## config.mk

```make
export PLATFORM = sky130hd
export DESIGN_NAME = prom_program_and_option_ctrl
export DESIGN_NICKNAME = d
export VERILOG_FILES = /design/src/prom_ctrl_pkg.sv /design/src/pin_sync3.sv /design/src/prom_program_and_option_ctrl.sv
export SDC_FILE = /design/constraint.sdc
export NUM_CORES = 1
export LEC_CHECK = 0
export BUFFER_PORTS_ARGS = -buffer_cell sky130_fd_sc_hd__buf_4
export CORE_ASPECT_RATIO = 0.9
export CORE_MARGIN = 4
export CORE_UTILIZATION = 50
export DETAILED_ROUTE_END_ITERATION = 6
export PLACE_DENSITY = 0.89
export SLEW_MARGIN = 40
export SYNTH_ARGS = -nofsm -noshare
export SYNTH_HDL_FRONTEND = slang
export SYNTH_SLANG_ARGS = --single-unit
```

## constraint.sdc

```tcl
create_clock -name sys_clk_i -period 2.55 [get_ports sys_clk_i]
set_input_delay 0.51 -clock sys_clk_i [delete_from_list [all_inputs] [get_ports sys_clk_i]]
set_output_delay 0.51 -clock sys_clk_i [all_outputs]
set_load 0.01 [all_outputs]
```

## src/prom_ctrl_pkg.sv

```systemverilog
// Shared constants and types for the PROM programming and option control block.
package prom_ctrl_pkg;
	localparam int REG_ADDR_W = 4;
	localparam int MEM_ADDR_W = 13;
	localparam int DATA_W = 8;
	localparam int SYNC_STAGES = 3;
	// Register offsets on the register port.
	localparam logic [3:0] WRITE_CTRL_OFS = 4'h0;
	localparam logic [3:0] OPTION_OFS = 4'h1;
	// Field positions in prom_write_control.
	localparam int ARM_BIT = 2;
	localparam int VPP_BIT = 0;
	// Field positions in memory_and_irq_options.
	localparam int LOW_SEL_BIT = 7;
	localparam int PAGE_SEL_BIT = 6;
	localparam int SEC_BIT = 3;
	localparam int FACTORY_BIT = 2;
	localparam int IRQ_SENS_BIT = 1;
	// Values after reset.
	localparam logic ARM_RST = 1'b0;
	localparam logic VPP_RST = 1'b0;
	localparam logic LOW_SEL_RST = 1'b0;
	localparam logic PAGE_SEL_RST = 1'b0;
	localparam logic IRQ_SENS_RST = 1'b1;
	localparam logic FACTORY_RD_VAL = 1'b0;
	localparam logic [7:0] RDATA_RST = 8'h00;
	localparam logic [12:0] PROM_ADDR_RST = 13'h0000;
	localparam logic [7:0] PROM_DATA_RST = 8'h00;
	// Inputs synchronised from pins: irq_n, sec_fuse, boot_mode.
	localparam logic [2:0] PIN_SYNC_RST = 3'h1;
	// Memory map boundaries.
	localparam logic [12:0] LOW_PROM_LO = 13'h0020;
	localparam logic [12:0] LOW_RAM_LO = 13'h0030;
	localparam logic [12:0] LOW_HI = 13'h005f;
	localparam logic [12:0] PAGE_LO = 13'h0100;
	localparam logic [12:0] PAGE_HI = 13'h015f;
	localparam logic [12:0] PROM_MAIN_LO = 13'h0160;
	typedef enum logic [1:0] {
		REG_OTHER,
		REG_PROM,
		REG_RAM,
		REG_UNUSED
	} region_t;
endpackage

```

## src/pin_sync3.sv

```systemverilog
// Three-stage pin synchroniser that accepts a change once stages two and three agree.
`timescale 1ns/1ns
`default_nettype none
module pin_sync3 #(
	parameter int W = 1,
	parameter logic [W-1:0] RST_VAL = '0
) (
	// Clock and reset.
	input wire logic sys_clk_i,
	input wire logic srst_i,
	// Raw and filtered levels.
	input wire logic [W-1:0] async_i,
	output logic [W-1:0] level_o
);
	logic [W-1:0] s1_r;
	logic [W-1:0] s2_r;
	logic [W-1:0] s3_r;
	logic [W-1:0] level_r;

	genvar i;
	generate
		for (i = 0; i < W; i++) begin : g_bit
			always_ff @(posedge sys_clk_i) begin
				if (srst_i) begin
					s1_r[i] <= RST_VAL[i];
					s2_r[i] <= RST_VAL[i];
					s3_r[i] <= RST_VAL[i];
					level_r[i] <= RST_VAL[i];
				end else begin
					s1_r[i] <= async_i[i];
					s2_r[i] <= s1_r[i];
					s3_r[i] <= s2_r[i];
					if (s2_r[i] == s3_r[i]) begin
						level_r[i] <= s3_r[i];
					end
				end
			end
		end
	endgenerate

	assign level_o = level_r;
endmodule
`default_nettype wire

```

## src/prom_program_and_option_ctrl.sv

```systemverilog
// PROM write control, memory map options, security and external interrupt sensitivity.
`timescale 1ns/1ns
`default_nettype none
module prom_program_and_option_ctrl (
	// Clock and reset.
	input wire logic sys_clk_i,
	input wire logic srst_i,
	// Register port.
	input wire logic [3:0] reg_addr_i,
	input wire logic [7:0] reg_wdata_i,
	input wire logic reg_wr_i,
	input wire logic reg_rd_i,
	output logic [7:0] reg_rdata_o,
	// CPU memory access.
	input wire logic [12:0] mem_addr_i,
	input wire logic [7:0] mem_wdata_i,
	input wire logic mem_wr_i,
	input wire logic mem_rd_i,
	// PROM array side.
	output logic [12:0] prom_addr_o,
	output logic [7:0] prom_data_o,
	output logic prom_hold_o,
	output logic prom_rd_en_o,
	output logic vpp_en_o,
	// Memory map decode.
	output var prom_ctrl_pkg::region_t region_o,
	// Pins and fuse.
	input wire logic sec_fuse_i,
	input wire logic boot_mode_i,
	input wire logic irq_n_i,
	input wire logic irq_ack_i,
	output logic security_on_o,
	output logic boot_loader_en_o,
	output logic irq_req_o
);
	logic arm_r;
	logic vpp_on_r;
	logic low_sel_r;
	logic page_sel_r;
	logic irq_sens_r;
	logic irq_wr_done_r;
	logic held_r;
	logic [12:0] prom_addr_r;
	logic [7:0] prom_data_r;
	logic prom_rd_en_r;
	logic [7:0] rdata_r;
	logic [7:0] rdata_nxt;
	prom_ctrl_pkg::region_t region_r;
	prom_ctrl_pkg::region_t region_nxt;
	logic prom_hit;
	logic [2:0] pins_f;
	logic irq_lvl;
	logic sec_f;
	logic boot_f;
	logic irq_prev_r;
	logic pin_fall;
	logic edge_pend_r;
	logic edge_pend_nxt;
	logic irq_req_r;
	logic sec_r;
	logic boot_en_r;
	logic wr_ctrl;
	logic wr_opt;

	assign wr_ctrl = reg_wr_i && (reg_addr_i == prom_ctrl_pkg::WRITE_CTRL_OFS);
	assign wr_opt = reg_wr_i && (reg_addr_i == prom_ctrl_pkg::OPTION_OFS);

	// Pin order: bit 0 interrupt pin, bit 1 fuse cell, bit 2 boot mode.
	pin_sync3 #(
		.W(3),
		.RST_VAL(prom_ctrl_pkg::PIN_SYNC_RST)
	) u_pin_sync (
		.sys_clk_i(sys_clk_i),
		.srst_i(srst_i),
		.async_i({boot_mode_i, sec_fuse_i, irq_n_i}),
		.level_o(pins_f)
	);
	assign irq_lvl = pins_f[0];
	assign sec_f = pins_f[1];
	assign boot_f = pins_f[2];

	// Programming control bits.
	always_ff @(posedge sys_clk_i) begin
		if (srst_i) begin
			arm_r <= prom_ctrl_pkg::ARM_RST;
			vpp_on_r <= prom_ctrl_pkg::VPP_RST;
		end else if (wr_ctrl) begin
			arm_r <= reg_wdata_i[prom_ctrl_pkg::ARM_BIT];
			// The voltage bit only moves while already armed, so it cannot be set in the arming write.
			if (arm_r) begin
				vpp_on_r <= reg_wdata_i[prom_ctrl_pkg::VPP_BIT];
			end
		end
	end

	assign vpp_en_o = vpp_on_r;

	// Memory map options and write-once trigger select.
	always_ff @(posedge sys_clk_i) begin
		if (srst_i) begin
			low_sel_r <= prom_ctrl_pkg::LOW_SEL_RST;
			page_sel_r <= prom_ctrl_pkg::PAGE_SEL_RST;
			irq_sens_r <= prom_ctrl_pkg::IRQ_SENS_RST;
			irq_wr_done_r <= 1'b0;
		end else if (wr_opt) begin
			low_sel_r <= reg_wdata_i[prom_ctrl_pkg::LOW_SEL_BIT];
			page_sel_r <= reg_wdata_i[prom_ctrl_pkg::PAGE_SEL_BIT];
			irq_wr_done_r <= 1'b1;
			if (!irq_wr_done_r) begin
				irq_sens_r <= reg_wdata_i[prom_ctrl_pkg::IRQ_SENS_BIT];
			end
		end
	end

	// Address decode of the CPU access.
	always_comb begin
		region_nxt = prom_ctrl_pkg::REG_OTHER;
		if (mem_addr_i >= prom_ctrl_pkg::LOW_PROM_LO && mem_addr_i <= prom_ctrl_pkg::LOW_HI) begin
			if (!low_sel_r) begin
				region_nxt = prom_ctrl_pkg::REG_PROM;
			end else if (mem_addr_i < prom_ctrl_pkg::LOW_RAM_LO) begin
				region_nxt = prom_ctrl_pkg::REG_UNUSED;
			end else begin
				region_nxt = prom_ctrl_pkg::REG_RAM;
			end
		end else if (mem_addr_i >= prom_ctrl_pkg::PAGE_LO && mem_addr_i <= prom_ctrl_pkg::PAGE_HI) begin
			region_nxt = page_sel_r ? prom_ctrl_pkg::REG_RAM : prom_ctrl_pkg::REG_PROM;
		end else if (mem_addr_i >= prom_ctrl_pkg::PROM_MAIN_LO) begin
			region_nxt = prom_ctrl_pkg::REG_PROM;
		end
	end

	assign prom_hit = (region_nxt == prom_ctrl_pkg::REG_PROM);

	always_ff @(posedge sys_clk_i) begin
		if (srst_i) begin
			region_r <= prom_ctrl_pkg::REG_OTHER;
		end else begin
			region_r <= region_nxt;
		end
	end

	assign region_o = region_r;

	// PROM bus capture: while armed, each PROM write is taken and then held until the next PROM write or disarm.
	always_ff @(posedge sys_clk_i) begin
		if (srst_i) begin
			prom_addr_r <= prom_ctrl_pkg::PROM_ADDR_RST;
			prom_data_r <= prom_ctrl_pkg::PROM_DATA_RST;
			held_r <= 1'b0;
		end else if (arm_r) begin
			if (mem_wr_i && prom_hit) begin
				prom_addr_r <= mem_addr_i;
				prom_data_r <= mem_wdata_i;
				held_r <= 1'b1;
			end
		end else begin
			prom_addr_r <= mem_addr_i;
			prom_data_r <= mem_wdata_i;
			held_r <= 1'b0;
		end
	end

	// PROM reads are served only while the buses are not held.
	always_ff @(posedge sys_clk_i) begin
		if (srst_i) begin
			prom_rd_en_r <= 1'b0;
		end else begin
			prom_rd_en_r <= mem_rd_i && prom_hit && !arm_r;
		end
	end

	assign prom_addr_o = prom_addr_r;
	assign prom_data_o = prom_data_r;
	assign prom_hold_o = arm_r;
	assign prom_rd_en_o = prom_rd_en_r;

	// Security and bootstrap loader enable.
	always_ff @(posedge sys_clk_i) begin
		if (srst_i) begin
			sec_r <= 1'b0;
			boot_en_r <= 1'b0;
		end else begin
			sec_r <= sec_f;
			boot_en_r <= boot_f && !sec_f;
		end
	end

	assign security_on_o = sec_r;
	assign boot_loader_en_o = boot_en_r;

	// External interrupt: edge latch plus optional low-level term.
	assign pin_fall = irq_prev_r && !irq_lvl;

	always_comb begin
		edge_pend_nxt = edge_pend_r;
		if (pin_fall) begin
			edge_pend_nxt = 1'b1;
		end else if (irq_ack_i) begin
			edge_pend_nxt = 1'b0;
		end
	end

	always_ff @(posedge sys_clk_i) begin
		if (srst_i) begin
			irq_prev_r <= 1'b1;
			edge_pend_r <= 1'b0;
			irq_req_r <= 1'b0;
		end else begin
			irq_prev_r <= irq_lvl;
			edge_pend_r <= edge_pend_nxt;
			irq_req_r <= edge_pend_nxt || (irq_sens_r && !irq_lvl);
		end
	end

	assign irq_req_o = irq_req_r;

	// Register read data, valid only in the cycle after the strobe.
	always_comb begin
		rdata_nxt = 8'h00;
		if (reg_rd_i) begin
			case (reg_addr_i)
				prom_ctrl_pkg::WRITE_CTRL_OFS: begin
					rdata_nxt[prom_ctrl_pkg::ARM_BIT] = arm_r;
					rdata_nxt[prom_ctrl_pkg::VPP_BIT] = vpp_on_r;
				end
				prom_ctrl_pkg::OPTION_OFS: begin
					rdata_nxt[prom_ctrl_pkg::LOW_SEL_BIT] = low_sel_r;
					rdata_nxt[prom_ctrl_pkg::PAGE_SEL_BIT] = page_sel_r;
					rdata_nxt[prom_ctrl_pkg::SEC_BIT] = sec_r;
					rdata_nxt[prom_ctrl_pkg::FACTORY_BIT] = prom_ctrl_pkg::FACTORY_RD_VAL;
					rdata_nxt[prom_ctrl_pkg::IRQ_SENS_BIT] = irq_sens_r;
				end
				default: begin
					rdata_nxt = 8'h00;
				end
			endcase
		end
	end

	always_ff @(posedge sys_clk_i) begin
		if (srst_i) begin
			rdata_r <= prom_ctrl_pkg::RDATA_RST;
		end else begin
			rdata_r <= rdata_nxt;
		end
	end

	assign reg_rdata_o = rdata_r;
endmodule
`default_nettype wire

```

# == After elaboration in Yosys (flattened, before gate mapping) ==
# Cells that the tools add are included.
# op_classes
n_addsub,0
mul,0
div_mod_pow,0
magnitude_cmp,6
eq_ne,6
shift,0
n_mux,12
n_bitwise,4
n_reduce_logical,19
# ops
cell,count
$ge 13x9->1 const B,2
$mux 13,2
$mux 8,2
$ge 13x6->1 const B,1
$le 13x7->1 const B,1
$le 13x9->1 const B,1
$lt 13x6->1 const B,1
$logic_and 1x1->1,10
$mux 2,4
$reduce_or 3->1,2
$eq 4x1->1 const B,1
$logic_not 4->1,1
$mux 1,4
$not 1->1,4
$reduce_and 2->1,2
$eq 1x1->1,3
$logic_not 1->1,3
$eq 2x1->1 const B,1
$ne 2x1->1 const B,1
$logic_or 1x1->1,1
# totals
reg_bits,55
latchBits,0
ramBits,0
romBits,0
input_bits,43
word_cells,77
mem_count,0

# == Longest topological paths before layout ==
# depth
depth_word,8
depth_mapped,6
mapped_depth_nobuf,5

# == Modules after synthesis ==
# From an unflattened synthesis, not the netlist that was laid out.
# unflattened
cells_unflattened,198
area_unflattened_um2,2069.5
# by_module_without_submodules
module,n_inst,cells_per_inst,area_per_inst_um2
prom_program_and_option_ctrl,1,167,1716.6
pin_sync3,1,31,352.8

# == Least setup slack after synthesis ==
# OpenSTA, ideal clock, no wires.
# synth_timing
path_type,input to register
start,input port mem_addr_i[9]
end,"register region_r[0], in the netlist region_o[0]"
setup_ns,0.115
arrival_ns,1.769
required_ns,2.435
setup_slack_ns,0.666
path_stages,3
n_path_buf,0
path_cell_list,or4_1 > or4b_1 > o21a_1
# synth_between
elab_chain_cells,4
elab_cells_between_ends,13
classes_between,order compare: 6; mux: 5; reduce/logical: 2
# synth_rtl
item,line_no,source
from (decl),prom_program_and_option_ctrl.sv:15,"input wire logic [12:0] mem_addr_i,"
"$ge 13x9->1, or another cell as far along",prom_program_and_option_ctrl.sv:128,end else if (mem_addr_i >= prom_ctrl_pkg::PROM_MAIN_LO) begin
"$mux 1, or another cell as far along",prom_program_and_option_ctrl.sv:128,
$mux 2 (on tied branches),"prom_program_and_option_ctrl.sv:126, prom_program_and_option_ctrl.sv:119",
$mux 2 (*),prom_program_and_option_ctrl.sv:118,if (mem_addr_i >= prom_ctrl_pkg::LOW_PROM_LO && mem_addr_i <= prom_ctrl_pkg::LOW_HI) begin
to (signal assigned),prom_program_and_option_ctrl.sv:137,region_r <= prom_ctrl_pkg::REG_OTHER;
to (signal assigned),prom_program_and_option_ctrl.sv:139,region_r <= region_nxt;
to (decl),prom_program_and_option_ctrl.sv:48,prom_ctrl_pkg::region_t region_r;
# Every way passes the cells marked *; elsewhere a longest branch is shown, timed or not.
# A chain may end at the register's enable or synchronous reset.

# == Final worst setup path ==
# layout_timing
start,input port mem_addr_i[9]
end,"register prom_data_r[3], in the netlist prom_data_o[3]"
# layout_between
elab_chain_cells,7
elab_cells_between_ends,16
classes_between,order compare: 6; eq/ne: 2; mux: 5; reduce/logical: 3
# layout_rtl
item,line_no,source
"$ge 13x9->1, or another cell as far along",prom_program_and_option_ctrl.sv:128,
"$mux 1, or another cell as far along",prom_program_and_option_ctrl.sv:128,
$mux 2 (on tied branches),"prom_program_and_option_ctrl.sv:126, prom_program_and_option_ctrl.sv:119",
$mux 2 (*),prom_program_and_option_ctrl.sv:118,
$eq 2x1->1 (*),prom_program_and_option_ctrl.sv:133,assign prom_hit = (region_nxt == prom_ctrl_pkg::REG_PROM);
$logic_and 1x1->1 (*),prom_program_and_option_ctrl.sv:152,if (mem_wr_i && prom_hit) begin
$ne 2x1->1 (no line) (*),--,
to (signal assigned),prom_program_and_option_ctrl.sv:149,prom_data_r <= prom_ctrl_pkg::PROM_DATA_RST;
to (signal assigned),prom_program_and_option_ctrl.sv:154,prom_data_r <= mem_wdata_i;
to (signal assigned),prom_program_and_option_ctrl.sv:159,prom_data_r <= mem_wdata_i;
to (decl),prom_program_and_option_ctrl.sv:44,logic [7:0] prom_data_r;
# Marked as above.

==> results.md <==
- Status: finished, final reports clean
- Final WL: 4.00 mm
- Total power of the final layout: 1.53 mW
- Max stage delay on crit path: 600 ps
- Pin count of the biggest net entering global routing: 68
- Number of max-slew violations in the final report: 0
- Worst reg2reg path startpoint: page_sel_r
- Starting Density: 0.537
- Total overflow reported by the global router: 0
- Latest clock arrival within the worst-skew pair: 300 ps
- Ant diodes: 0
- Clock root buffer: clkbuf_8
- Count of routing violations after the opening detailed-route iteration: 97
- Standard cell with the maximum stage delay on the critical path: or4_1
- Total number of nets in the final design: 317
- Detailed placer's ending HPWL: 2.98 mm
- Maximum fanout count along the critical path: 21
- Floorplan row count: 21
- Vertical extent of the die: 69.1 µm
- Placed cell count: 313
- Worst setup slack after layout: 647 ps
- Max Freq: 0.525 GHz
- Largest area contributor in the netlist: dfxtp_1
- First-pass DRT Iterations: 4
- Via density: 4.89
- Final setup fails: 0
- Global Route Usage Sum: 0.159
- Sequential Area: 0.00106 mm²
- Share of the core filled with cells in the final layout: 0.702
- Buffer levels on the longest clock path: 2
- Clock slew at reported path FFs: 80 ps
- Total of warnings raised by yosys: 0
- Number of antenna violations at the first check in global routing: 0
- Clock tree from TritonCTS: built
- Number of cells on the worst hold path: 2
- Synth Register Bits: 53
- Routed via count: 1570
- Yosys cell types: 33
- Layout cell share with drive strength beyond 1: 0.313
- Layout Cells excl Fill: 321
- Clock sink total: 53
- Design Area, Final: 0.00271 mm²
- Setup clock skew after layout: 6.59 ps
- Remaining design rule violation count: 0
- Max-cap check violation count: 0
- Most common flop cell mapped by yosys: dfxtp_1
- Cell depth of the worst flop-to-flop path: 4
- Worst Setup Slack post-DPL: 343 ps
- Number of flops mapped to enable cells by yosys: 0
- Wirelength per Cell: 12.4 µm
- Critical path buffer and inverter count: 1
- Last element of the critical path: prom_data_o[3]
- Synthesized instance count: 203
- Cells taking the most area after synthesis: dfxtp_1 (51%), nand2b_1 (13%), mux2i_1 (12%)
- Inserted Clock Buffers: 5
- Number of nets still failing antenna checks after routing: 0
- Total stage count of the critical path: 5
- Horizontal extent of the die: 75.9 µm
- Mean area per synthesized cell: 10.2 µm²
- Worst EP required: 2780 ps
- Worst slack on hold paths: 396 ps
- Start point of the critical path: mem_addr_i[9]
- Die ar.: 0.00524 mm²
- Quantity of hold-fixing buffers added after cts: 0
- Port Buffers: 74
- Kind of capture point of the worst setup path: flip-flop
- Maximum VDD drop: 0.395 mV
- Unrepaired setup endpoints after global routing: false
- Leading cell type by number of instances after synthesis: dfxtp_1
- Minimum period implied by the final worst setup slack: 1900 ps
- Wire length of the first global-routing pass: 6.49 mm
- Number of fill cells: 308
- Final worst-path cycle share: 0.746
- Leading post-synthesis cells by instance count: dfxtp_1 (53), nand2b_1 (43), mux2i_1 (25), nor2_1 (12), a21oi_1 (10)
- Synth Cell Area: 0.00207 mm²
- Setup Total Neg Slack: 0 ps
- Leakage: 1.17 nW
- Core Box Area: 0.00386 mm²
- Sequential-to-total area share from yosys stat: 0.511
- Type of the worst min-delay path: in2reg
- Power per Cell Area: 563 mW/mm²
- Cell chain of the critical path: buf_4, or4_1, a21oi_1, o21a_4, mux2i_1
- Post-DP Area: 0.00261 mm²
- Share of Yosys cell area claimed by the top area cell type: 0.511
- Type of the worst setup path: in2reg
- Worst R2R Setup Slack: 1140 ps
- Post-CTS sizing: 0
- Area occupied by multi-input gates: 921 µm²
- Routability-driven placement congestion ratio: 0.770
- Area added between synthesis and finish: 30.7%
- Max H-tree Level: 2
- Share of async-settable or async-resettable flops after synthesis: 0
- Type of origin of the critical path: input pin
- Vias in the first global route: 1497
- Delay-heaviest family, CP: compound AO/OA/AOI/OAI gates
- Critical R2R Capture: prom_data_o[3]
- Post-CTS setup repair buffer count: 0
- Data arrival time of the critical path: 2130 ps
- Final Hold Fails: 0
- Count of pins on the block boundary: 80
==> how the worst min path moves through the flow <==
stage / slack (ps) / start / end
floorplan: 390 / u_pin_sync.s1_r[0] / u_pin_sync.s2_r[0]
global placement: 390 / u_pin_sync.s1_r[0] / u_pin_sync.s2_r[0]
detailed placement: 390 / u_pin_sync.s1_r[0] / u_pin_sync.s2_r[0]
CTS: 380 / irq_n_i / u_pin_sync.s1_r[0]
global route: 380 / irq_n_i / u_pin_sync.s1_r[0]
finish: 400 / irq_n_i / u_pin_sync.s1_r[0]
==> power by group <==
| part | leakage (nW) | internal, mW | switching, mW | total, mW |
|---|---|---|---|---|
| Clock | 0.0542 | 0.246 | 0.250 | 0.496 |
| Sequential | 0.435 | 0.855 | 0.0132 | 0.868 |
| Combinational | 0.679 | 0.0961 | 0.0660 | 0.162 |
| Total | 1.17 | 1.20 | 0.329 | 1.53 |
==> cell type report <==
| class | count | share of cell area |
|---|---|---|
| clock buffers | 7 | 0.0355 |
| clock inverters | 1 | 0.00185 |
| inverters | 4 | 0.00554 |
| multi-input cells | 136 | 0.340 |
| flip-flops and latches | 53 | 0.391 |
| well taps | 46 | 0.0212 |
| repair buffers | 74 | 0.205 |
==> flip-flops by register name, summed over array words and instances, names as in the netlist, 2 cells and up <==
signal	flops
reg_rdata_o	6
u_pin_sync.s3_r	3
prom_data_o	8
u_pin_sync.level_o	3
u_pin_sync.s2_r	3
prom_addr_o	13
region_o	2
u_pin_sync.s1_r	3
==> per-layer routing <==
| metal | vias up | global-route usage | share of wire |
|---|---|---|---|
| met5 | - | 0 | 0 |
| met2 | 53 | 0.267 | 0.49 |
| met1 | 712 | 0.181 | 0.41 |
| met4 | 0 | 0.0660 | 0.015 |
| met3 | 5 | 0.0494 | 0.091 |
| li1 | 800 | - | - |
==> layout by cell type, fill, tap and decap left out, types with 2 or more instances in the layout <==
cell type / n
inv_1: 4
nand2b_1: 43
clkbuf_8: 7
mux2i_1: 25
nor3_1: 2
dfxtp_1: 53
a21oi_1: 10
nor3b_1: 3
o21ai_0: 3
buf_4: 74
nand2_1: 3
conb_1: 2
nor2_1: 12
nor2b_1: 7
o21bai_1: 2
or2_2: 3
and2_1: 6
==> kinds of logic (layout without fill, tap and decap cells) <==
kind of cell | Yosys count | after routing | share of synthesized area
AND/OR/NAND/NOR | 89 | 89 | 0.258
flip-flops | 53 | 53 | 0.511
multiplexers | 25 | 25 | 0.121
AO/OA/AOI/OAI | 19 | 19 | 0.0573
buffers and inverters | 15 | 86 | 0.0464
other | 1 | 2 | 0.00181
XOR/XNOR | 1 | 1 | 0.00422
Power figures use the tool's default switching activity.
